**config.mk**
```make
export PLATFORM = sky130hd
export DESIGN_NAME = sdas_sequencer
export DESIGN_NICKNAME = d
export VERILOG_FILES = /design/src/core/sdas_pkg.sv /design/src/core/sdas_sequencer.sv
export VERILOG_INCLUDE_DIRS = /design/src /design/src/core
export SDC_FILE = /design/constraint.sdc
export NUM_CORES = 1
export LEC_CHECK = 0
export BUFFER_PORTS_ARGS = -buffer_cell sky130_fd_sc_hd__buf_2
export CAP_MARGIN = 20
export CORE_UTILIZATION = 25
export DETAILED_ROUTE_END_ITERATION = 8
export PLACE_DENSITY = 0.52
export SYNTH_ARGS = -nofsm -noshare
export SYNTH_HDL_FRONTEND = slang
export SYNTH_SLANG_ARGS = --single-unit
```
**constraint.sdc**
```tcl
create_clock -name I_CLK -period 9.3 [get_ports I_CLK]
set_clock_uncertainty 0.15 [all_clocks]
set_input_delay 2.79 -clock I_CLK [delete_from_list [all_inputs] [get_ports I_CLK]]
set_output_delay 2.79 -clock I_CLK [all_outputs]
set_load 0.1 [all_outputs]
```
**src/core/sdas_defs.svh**
```systemverilog
/*
 * register indexes, field positions, reset values and counts of the
 * delta-sigma converter sequencer.
 * assumes: included by bare name from the package and the sequencer.
 */
`ifndef SDAS_DEFS_SVH
`define SDAS_DEFS_SVH

// register indexes; byte address on the bus is four times the index
`define SDAS_IDX_AUX_STAT 8'ha7
`define SDAS_IDX_AUX_MASK 8'ha8
`define SDAS_IDX_RESULT 8'hd9
`define SDAS_IDX_CTRL_ONE 8'hdd
`define SDAS_IDX_DEC_LOW 8'hde
`define SDAS_IDX_DEC_HIGH 8'hdf
`define SDAS_IDX_ACLK 8'hf6

// conversion_control_one fields
`define SDAS_CAL_LSB 0
`define SDAS_FILT_LSB 4

// calibration_mode_field codes
`define SDAS_CAL_NONE 3'h0
`define SDAS_CAL_SELF_BOTH 3'h1
`define SDAS_CAL_SELF_OFS 3'h2
`define SDAS_CAL_SELF_GAIN 3'h3
`define SDAS_CAL_SYS_OFS 3'h4
`define SDAS_CAL_SYS_GAIN 3'h5

// filter select field codes
`define SDAS_FSEL_AUTO 2'h0
`define SDAS_FSEL_FAST 2'h1
`define SDAS_FSEL_SINC2 2'h2
`define SDAS_FSEL_SINC3 2'h3

// aux_interrupt_status bit positions
`define SDAS_STAT_CONV 5
`define SDAS_STAT_CAL 4

// reset values
`define SDAS_ACLK_RST 8'h00
`define SDAS_DEC_LOW_RST 8'h00
`define SDAS_DEC_HIGH_RST 8'h01
`define SDAS_CTRL_RST 8'h00
`define SDAS_MASK_RST 8'h00

// counts
`define SDAS_MOD_DIV_LAST 6'h3f
`define SDAS_CAL_PERIODS 5'h07
`define SDAS_CAL_PERIODS_BOTH 5'h0e
`define SDAS_AUTO_FAST_CONV 2'h2

`endif

```
**src/core/sdas_pkg.sv**
```systemverilog
/*
 * types shared by the converter sequencer.
 * assumes: sdas_defs.svh is on the include path.
 */
`include "sdas_defs.svh"

package sdas_pkg;
    // calibration sequencer state
    typedef enum logic {SDAS_CAL_IDLE, SDAS_CAL_RUN} sdas_cal_state_e;
    // filter applied to the conversion in progress
    typedef enum logic [1:0] {SDAS_FILT_FAST, SDAS_FILT_SINC2, SDAS_FILT_SINC3} sdas_filt_e;
endpackage

```
**src/core/sdas_sequencer.sv**
```systemverilog
/*
 * control logic of a delta-sigma converter: modulator clock divider,
 * decimation counter, calibration sequencer, output filter selection,
 * interrupt status and an Avalon-MM register slave.
 * assumes: one clock, synchronous inputs; the analog modulator and the
 * filter datapath sit outside and hand in the result word.
 */
`timescale 1ns/10ps
`include "sdas_defs.svh"

module sdas_sequencer
    import sdas_pkg::*;
#(
    parameter int DEC_W = 11,
    parameter int RES_W = 24
) (
    input wire logic I_CLK,
    input wire logic I_NRST,
    input wire logic I_CE,
    input wire logic [9:0] I_ADDRESS,
    input wire logic I_READ,
    input wire logic I_WRITE,
    input wire logic [31:0] I_WRITEDATA,
    input wire logic [3:0] I_BYTEENABLE,
    output logic O_WAITREQUEST,
    output logic [31:0] O_READDATA,
    input wire logic I_INPUT_CHANGE,
    input wire logic [RES_W-1:0] I_RESULT,
    output logic O_MOD_TICK,
    output logic O_WORD_TICK,
    output logic [2:0] O_CAL_MODE,
    output logic O_CAL_BUSY,
    output logic [1:0] O_FILTER_SEL,
    output logic O_DISCARD,
    output logic O_IRQ
);
    // software registers
    logic [7:0] aclk_div; // analog clock divider
    logic [DEC_W-1:0] dec; // decimation value
    logic [1:0] filt_field; // filter select
    logic [7:0] stat; // sticky event bits
    logic [7:0] mask; // interrupt enables
    logic [RES_W-1:0] result; // last output word

    // counters and sequencer state
    logic [7:0] pre_cnt; // oscillator prescaler
    logic [5:0] mod_cnt; // fixed divide by 64
    logic [DEC_W-1:0] dec_cnt; // modulator samples in this word
    sdas_cal_state_e cal_state;
    logic [2:0] cal_mode; // procedure in progress
    logic [4:0] per_cnt; // data periods spent calibrating
    logic [1:0] conv_since; // conversions since input change

    // bus decode
    wire [7:0] idx = I_ADDRESS[9:2];
    wire req = I_READ | I_WRITE;
    wire take = req & ~O_WAITREQUEST; // the edge the master completes on
    wire wr = I_WRITE & take & I_BYTEENABLE[0];
    wire wr_ctrl = wr & (idx == `SDAS_IDX_CTRL_ONE);
    wire wr_dec_lo = wr & (idx == `SDAS_IDX_DEC_LOW);
    wire wr_dec_hi = wr & (idx == `SDAS_IDX_DEC_HIGH);
    wire wr_aclk = wr & (idx == `SDAS_IDX_ACLK);
    wire wr_stat = wr & (idx == `SDAS_IDX_AUX_STAT);
    wire wr_mask = wr & (idx == `SDAS_IDX_AUX_MASK);
    wire rd_result = I_READ & take & (idx == `SDAS_IDX_RESULT);

    // calibration code decode
    wire [2:0] new_cal = I_WRITEDATA[`SDAS_CAL_LSB +: 3];
    wire cal_valid = (new_cal != `SDAS_CAL_NONE) && (new_cal <= `SDAS_CAL_SYS_GAIN);
    wire cal_start = wr_ctrl & cal_valid;
    wire [4:0] cal_need = (cal_mode == `SDAS_CAL_SELF_BOTH) ? `SDAS_CAL_PERIODS_BOTH
                                                            : `SDAS_CAL_PERIODS;

    // timing decode
    // at-or-above, so a smaller divider written mid-count cannot cause a 256-cycle wrap
    wire pre_hit = (pre_cnt >= aclk_div);
    wire mod_hit = pre_hit & (mod_cnt == `SDAS_MOD_DIV_LAST);
    // a decimation of zero would never end a word, so it acts as one
    wire [DEC_W-1:0] dec_eff = (dec == '0) ? DEC_W'(1) : dec;
    wire dec_last = (dec_cnt >= dec_eff - DEC_W'(1));
    wire word_hit = mod_hit & dec_last;
    wire cal_busy = (cal_state == SDAS_CAL_RUN);
    wire cal_done = cal_busy & word_hit & (per_cnt == cal_need - 5'h01) & ~cal_start;
    wire data_evt = word_hit & ~cal_busy;

    // event bits: a set in the same cycle as a clear wins
    wire [7:0] stat_set = {2'h0, data_evt | cal_done, cal_done, 4'h0};
    wire [7:0] stat_clr = (wr_stat ? I_WRITEDATA[7:0] : 8'h00)
                        | (rd_result ? 8'h20 : 8'h00);
    wire [7:0] next_stat = (stat & ~stat_clr) | stat_set;

    // control register readback shows the running procedure
    wire [7:0] ctrl_view = {2'h0, filt_field, 1'b0, cal_mode};

    // read data selection; unmapped indexes read zero
    wire [31:0] next_rdata =
        (idx == `SDAS_IDX_AUX_STAT) ? {24'h0, stat} :
        (idx == `SDAS_IDX_AUX_MASK) ? {24'h0, mask} :
        (idx == `SDAS_IDX_RESULT) ? 32'(result) :
        (idx == `SDAS_IDX_CTRL_ONE) ? {24'h0, ctrl_view} :
        (idx == `SDAS_IDX_DEC_LOW) ? {24'h0, dec[7:0]} :
        (idx == `SDAS_IDX_DEC_HIGH) ? 32'(dec[DEC_W-1:8]) :
        (idx == `SDAS_IDX_ACLK) ? {24'h0, aclk_div} : 32'h0;

    // auto filter: fast for two conversions, sinc2 once, then sinc3
    sdas_filt_e auto_filt;
    sdas_filt_e next_filt;
    assign auto_filt = (conv_since < `SDAS_AUTO_FAST_CONV) ? SDAS_FILT_FAST :
                       (conv_since == `SDAS_AUTO_FAST_CONV) ? SDAS_FILT_SINC2 : SDAS_FILT_SINC3;
    assign next_filt = (filt_field == `SDAS_FSEL_AUTO) ? auto_filt :
                       (filt_field == `SDAS_FSEL_FAST) ? SDAS_FILT_FAST :
                       (filt_field == `SDAS_FSEL_SINC2) ? SDAS_FILT_SINC2 : SDAS_FILT_SINC3;
    // first conversion after a change is thrown away in auto mode
    wire next_discard = (filt_field == `SDAS_FSEL_AUTO) & (conv_since == 2'h0);

    // bus handshake: one wait cycle, then the answer for one cycle
    always_ff @(posedge I_CLK or negedge I_NRST) begin
        if (!I_NRST) begin
            O_WAITREQUEST <= 1'b1;
            O_READDATA <= 32'h0;
        end else if (I_CE) begin
            O_WAITREQUEST <= ~(req & O_WAITREQUEST);
            if (req & O_WAITREQUEST) begin
                O_READDATA <= next_rdata;
            end
        end
    end

    // software-written registers
    always_ff @(posedge I_CLK or negedge I_NRST) begin
        if (!I_NRST) begin
            aclk_div <= `SDAS_ACLK_RST;
            dec <= DEC_W'({`SDAS_DEC_HIGH_RST, `SDAS_DEC_LOW_RST});
            filt_field <= 2'(`SDAS_CTRL_RST >> `SDAS_FILT_LSB);
            mask <= `SDAS_MASK_RST;
        end else if (I_CE) begin
            if (wr_aclk) begin
                aclk_div <= I_WRITEDATA[7:0];
            end
            if (wr_dec_lo) begin
                dec[7:0] <= I_WRITEDATA[7:0];
            end
            if (wr_dec_hi) begin
                dec[DEC_W-1:8] <= I_WRITEDATA[DEC_W-9:0];
            end
            if (wr_ctrl) begin
                filt_field <= I_WRITEDATA[`SDAS_FILT_LSB +: 2];
            end
            if (wr_mask) begin
                mask <= I_WRITEDATA[7:0];
            end
        end
    end

    // modulator divider: prescale by divider+1, then by 64
    always_ff @(posedge I_CLK or negedge I_NRST) begin
        if (!I_NRST) begin
            pre_cnt <= 8'h00;
            mod_cnt <= 6'h00;
            O_MOD_TICK <= 1'b0;
        end else if (I_CE) begin
            pre_cnt <= pre_hit ? 8'h00 : pre_cnt + 8'h01;
            if (pre_hit) begin
                mod_cnt <= mod_cnt + 6'h01;
            end
            O_MOD_TICK <= mod_hit;
        end
    end

    // decimation: reloads after each output word
    always_ff @(posedge I_CLK or negedge I_NRST) begin
        if (!I_NRST) begin
            dec_cnt <= '0;
            O_WORD_TICK <= 1'b0;
            result <= '0;
        end else if (I_CE) begin
            if (mod_hit) begin
                dec_cnt <= dec_last ? '0 : dec_cnt + DEC_W'(1);
            end
            O_WORD_TICK <= word_hit;
            if (data_evt) begin
                result <= I_RESULT;
            end
        end
    end

    // calibration sequencer; a new valid code restarts the count
    always_ff @(posedge I_CLK or negedge I_NRST) begin
        if (!I_NRST) begin
            cal_state <= SDAS_CAL_IDLE;
            cal_mode <= `SDAS_CAL_NONE;
            per_cnt <= 5'h00;
        end else if (I_CE) begin
            unique case (cal_state)
                SDAS_CAL_IDLE: begin
                    if (cal_start) begin
                        cal_state <= SDAS_CAL_RUN;
                        cal_mode <= new_cal;
                        per_cnt <= 5'h00;
                    end
                end
                SDAS_CAL_RUN: begin
                    if (cal_start) begin
                        cal_mode <= new_cal;
                        per_cnt <= 5'h00;
                    end else if (cal_done) begin
                        cal_state <= SDAS_CAL_IDLE;
                        cal_mode <= `SDAS_CAL_NONE;
                    end else if (word_hit) begin
                        per_cnt <= per_cnt + 5'h01;
                    end
                end
            endcase
        end
    end

    // events, interrupt and filter outputs
    always_ff @(posedge I_CLK or negedge I_NRST) begin
        if (!I_NRST) begin
            stat <= 8'h00;
            O_IRQ <= 1'b0;
            conv_since <= 2'h0;
            O_FILTER_SEL <= SDAS_FILT_FAST;
            O_DISCARD <= 1'b0;
            O_CAL_MODE <= `SDAS_CAL_NONE;
            O_CAL_BUSY <= 1'b0;
        end else if (I_CE) begin
            stat <= next_stat;
            // irq updates on the same edge as status, from a flop
            O_IRQ <= |(next_stat & mask);
            if (I_INPUT_CHANGE) begin
                conv_since <= 2'h0;
            end else if (word_hit && conv_since != 2'h3) begin
                conv_since <= conv_since + 2'h1;
            end
            O_FILTER_SEL <= next_filt;
            O_DISCARD <= next_discard;
            O_CAL_MODE <= cal_mode;
            O_CAL_BUSY <= cal_busy;
        end
    end
endmodule

```
# After elaboration in Yosys (flattened, before gate mapping)

Cells that the tools add are included.

Register bits after elaboration: 140
Bits of input ports: 76
Output and inout port bits: 43

Order comparisons: 4
Bitwise operators: 31
Eq/ne operators: 18
Muxes and demuxes: 33
Reduce and logical (&&, ||, !) cells: 20
Add/subtract/negate cells: 7

Operators with widths:

| kind                  | count |
|---|---|
| $mux 24               | 3 |
| $eq 8x8->1 const B    | 7 |
| $mux 8                | 6 |
| $mux 11               | 2 |
| $and 1x1->1           | 20 |
| $mux 5                | 4 |
| $reduce_and 2->1      | 10 |
| $and 8x8->8           | 2 |
| $or 8x6->8            | 2 |
| $mux 2                | 7 |
| $add 11x1->11 const B | 1 |
| $ge 11x11->1          | 1 |
| $logic_not 11->1      | 1 |
| $sub 11x1->11 const B | 1 |
| $pmux 5 s2            | 1 |
| $mux 3                | 3 |
| $add 8x1->8 const B   | 1 |
| $ge 8x8->1            | 1 |
| $not 8->8             | 1 |
| $reduce_or 8->1       | 1 |
| $add 6x1->6 const B   | 1 |
| $eq 6x6->1 const B    | 1 |
| $mux 6                | 1 |
| $ne 3x1->1 const B    | 2 |
| 23 further kinds      | 33 |

# Logic depth before layout (Yosys ltp)

Depth in word-level cells: 12
Gate-level depth with buffers: 15

# Worst setup path before layout

No wires, ideal clock.

Path type: in2reg
From: input I_ADDRESS[2]
To: register per_cnt[2]
Library setup time: 0.125 ns
Data required time: 9.025 ns
Buffers on the path: 2
Arrival time: 4.418 ns
Setup slack: 4.608 ns
Stages on the path: 8
Cells stage by stage: buf_4 -> and4bb_1 -> nand2b_1 -> buf_2 -> nor4_2 -> o22ai_2 -> a211oi_1 -> mux2_2

Cells in the longest elaborated chain, start to end: 7
Elaborated cells on any way between the ends: 11
Classes of those cells: eq/ne (4); mux (2); bitwise (4); reduce/logical (1)

RTL lines:

| item                       | RTL line              | RTL |
|---|---|---|
| start: declaration         | sdas_sequencer.sv:20  | `input wire logic [9:0] I_ADDRESS,` |
| $eq 8x8->1 (no line) (*)   | --                    |  |
| $and 1x1->1 (*)            | sdas_sequencer.sv:59  | `` wire wr_ctrl = wr & (idx == `SDAS_IDX_CTRL_ONE); `` |
| $and 1x1->1 (*)            | sdas_sequencer.sv:70  | `wire cal_start = wr_ctrl & cal_valid;` |
| $not 1->1                  | sdas_sequencer.sv:83  | `wire cal_done = cal_busy & word_hit & (per_cnt == cal_need - 5'h01) & ~cal_start;` |
| $and 1x1->1                | sdas_sequencer.sv:83  |  |
| $ne 3x3->1 (no line)       | --                    |  |
| $reduce_and 4->1 (no line) | --                    |  |
| end signal: assignment     | sdas_sequencer.sv:210 | `per_cnt <= per_cnt + 5'h01;` |
| end: declaration           | sdas_sequencer.sv:51  | `logic [4:0] per_cnt;` |

Mark *: on every way between the ends. The rest lies on a longest branch, timed or not.
A chain may end at the register's enable or synchronous reset.

# Final worst setup path

From: input I_CE
To: register dec_cnt[9]

Cells in the longest elaborated chain, start to end: 1

RTL lines:

| item                       | RTL line              | RTL |
|---|---|---|
| start: declaration         | sdas_sequencer.sv:19  | `input wire logic I_CE,` |
| $reduce_and 2->1 (no line) | --                    |  |
| end signal: assignment     | sdas_sequencer.sv:178 | `dec_cnt <= dec_last ? '0 : dec_cnt + DEC_W'(1);` |
| end: declaration           | sdas_sequencer.sv:48  | `logic [DEC_W-1:0] dec_cnt;` |

No other way between the ends.

==> summary.txt <==
RSZ-0062 raised after global routing: false
Max IR drop VDD: 118.6 µV
PortBufs: 81
Largest net degree at the start of global routing: 73
Initial antenna violation count: 1
Post-synthesis simple-gate area fraction: 0.1363
Clock-pin transition on the worst setup and hold timing paths: 60 ps
Yosys reg bits: 132
Clock tree buffer depth: 2
Vias in the first global route: 5019
Worst EP required: 9490 ps
Initial core utilization: 0.2545
Top Family by Delay on Critical Path: simple AND/OR/NAND/NOR gates
Arrival time at the worst endpoint: 5390 ps
CTS Buf Count: 17
Final Hold Viols: 0
Post-Synth Adder-Cell Area: 0.05488
Tcrit/Tclk final: 0.5594
GPL Wtd Cong: 0.7714
Mux contribution to synthesized area: 0.1118
Clock Latency Late Sink: 420 ps
WS Path Type: input pin to flip-flop
H-tree Lvls: 4
Commonest non-fill, non-tap cell in the layout: dfrtp_1
Drt drc: 0
Nets@finish: 800
Maximum clock rate: 192.2 MHz
Setup bufs post-CTS: 0
Post-Syn Area: 6839 µm²
Setup crit start: I_CE
First-pass GRT wire length: 28900 µm
Avg Cell Area, Syn: 11.17 µm²
Post-CTS Hold Fix Bufs: 0
Commonest cells after routing, fill and taps aside: dfrtp_1, buf_2, nand2_1, mux2_2
Max Slew Vio Count: 0
Top Metal Used: met5
Pre-CTS setup slack: 3452 ps
Compound-Gate Fraction of Synth Area: 0.1469
CP Buf/Inv Count: 3
Max_cap viols: 0
Reg2reg start: dec[8]
Drt total wl: 17460 µm
Number of DRC markers in iteration 0: 315
Via count: 4993
Die X: 167.4 µm
Final Util: 0.3041
R2R setup slack: 4540 ps
RR Endpoint: result[23]
Metal3 WL: 1016 µm
Largest family of logic cells by synthesized area: compound AO/OA/AOI/OAI gates
Asr flop ratio synth: 1.000
Crit end category: flip-flop
Io pins: 119
Setup ws final: 4098 ps
R2R depth: 15
Delay of the slowest cell on the worst path: 680 ps
Clk root buf: clkbuf_16
Post-Synth XOR/XNOR Area: 0.02433
Post-Route Setup TNS: 0 ps
Capture point of the worst path: dec_cnt[9]
Worst-path maximum fanout: 32
CP Cell Sequence: buf_2 -> buf_4 -> inv_1 -> nor3_1 -> nand3_1 -> or4_1 -> a21oi_1
Share of layout cells above drive strength 1: 0.2687
GR Overflow Total: 0
Die area: 28020 µm²
EDFF count, synth: 0
Rows: 60
Crit path max-delay cell type: or4_1
Metal-1 WL: 8374 µm
Slew @ Worst Pin: 948.0 ps
GR Util All Layers: 0.1333
N_diodes: 0
Area Overhead vs Synth: 19.50%
Cell Pwr Density: 177.2 nW/µm²
Final hold slack: 321.1 ps
Wire length per cell: 16.66 µm
Post_cts resized: 0
Main synth FF type: dfrtp_1
Post-DP HPWL: 12480 µm
Seq/Total Area, Yosys: 0.4834
CP Depth: 7
DR pass1 iterations: 5
YS warnings: 0
Final Critical Period: 5202 ps
Clk sinks: 132
Status: complete, no violations
Yosys cell types: 74
Pleak: 3.821 nW
Via/cell ratio: 4.764
CP Launch Type: input pin
Area of the core: 26880 µm²
HP Class: flip-flop to flip-flop
CTS tree: built
Met2 wire length: 7837 µm
Setup violators final: 0
Post-Syn Instances: 612
Pwr Total: 1.448 mW
Worst slew margin: 0.3627
Die H: 167.4 µm
Post-DRT Antenna Nets: 0
cell usage after synthesis, drive strengths merged (3+ instances only):
cell      n  area (µm²)
nand4b    5       43.79
a222oi    3       30.03
a21o      9       67.56
o311ai    3       26.28
dfrtp   130        3253
nand3    21       105.1
nand2b    7       43.79
nor2b     5       38.78
xnor2    11       96.34
ha       30       375.4
or4       9       67.56
nand4     7       43.79
buf      17       123.9
nor3     11       81.33
o31ai     8       65.06
nor4      5       50.05
a221o     3       30.03
a21oi    19       95.09
a22oi     6       45.04
a211oi   10       80.07
or3       5       41.29
a221oi    4       35.03
inv      29       108.9
nor2     30       115.1
and3      4       25.02
mux2i     7       70.07
a22o     18       157.7
clkbuf   14       53.80
a31oi     5       31.28
a21boi    6       45.04
o21ai    31       155.1
xor2      8       70.07
nand2    47       176.4
mux2     55       694.4
per-stage QoR:
step | cell area, µm² | cells
2_1_floorplan | 6865 | 619
3_3_place_gp | 7561 | 1014
3_5_place_dp | 7572 | 1015
4_1_cts | 8165 | 1047
5_1_grt | 8173 | 1048
6_report | 8173 | 1048
per-layer routing:
| metal | vias up | track usage |
|---|---|---|
| met5 | - | 0 |
| met4 | 2 | 0.04308 |
| met3 | 18 | 0.03616 |
| met2 | 100 | 0.1991 |
| met1 | 2461 | 0.1855 |
| li1 | 2412 | - |
final cells by class:
class | count | area (µm²)
inverters | 29 | 108.9
clock buffers | 21 | 460.4
well taps | 341 | 426.7
repair buffers | 87 | 460.4
fillers | 2757 | 18700
clock inverters | 11 | 132.6
multi-input cells | 427 | 3278
flip-flops and latches | 132 | 3306
report_power, final:
part           total, mW  internal, mW  leakage (nW)  switching, mW
logic              0.149        0.0481          1.78          0.101
clock network      0.682         0.432         0.296          0.250
registers          0.617         0.596          1.74         0.0208
cells by family after synthesis:
logic type / count (synthesis)
AO/OA/AOI/OAI: 141
XOR/XNOR: 19
adder cells (fa/ha/maj): 30
buffers and inverters: 60
flip-flops: 132
multiplexers: 62
other: 1
AND/OR/NAND/NOR: 167
flip-flops by register name, summed over array words and instances, names as in the netlist, 5 cells and up:
| register | cells |
|---|---|
| result | 24 |
| dec | 11 |
| stat | 8 |
| dec_cnt | 11 |
| mask | 8 |
| mod_cnt | 6 |
| aclk_div | 8 |
| pre_cnt | 8 |
| per_cnt | 5 |
| O_READDATA | 24 |
worst min path at each step:
stage                  start  depth (start not counted)             to  slack (ps)
2_1_floorplan     mod_cnt[5]                          1     mod_cnt[5]         300
3_3_place_gp   O_READDATA[7]                          1  O_READDATA[7]         310
3_5_place_dp   O_READDATA[6]                          1  O_READDATA[6]         320
4_1_cts          O_WORD_TICK                          1    O_WORD_TICK         330
5_1_grt          O_WORD_TICK                          1    O_WORD_TICK         330
6_report       O_READDATA[6]                          1  O_READDATA[6]         320
(Power assumes the default switching activity.)
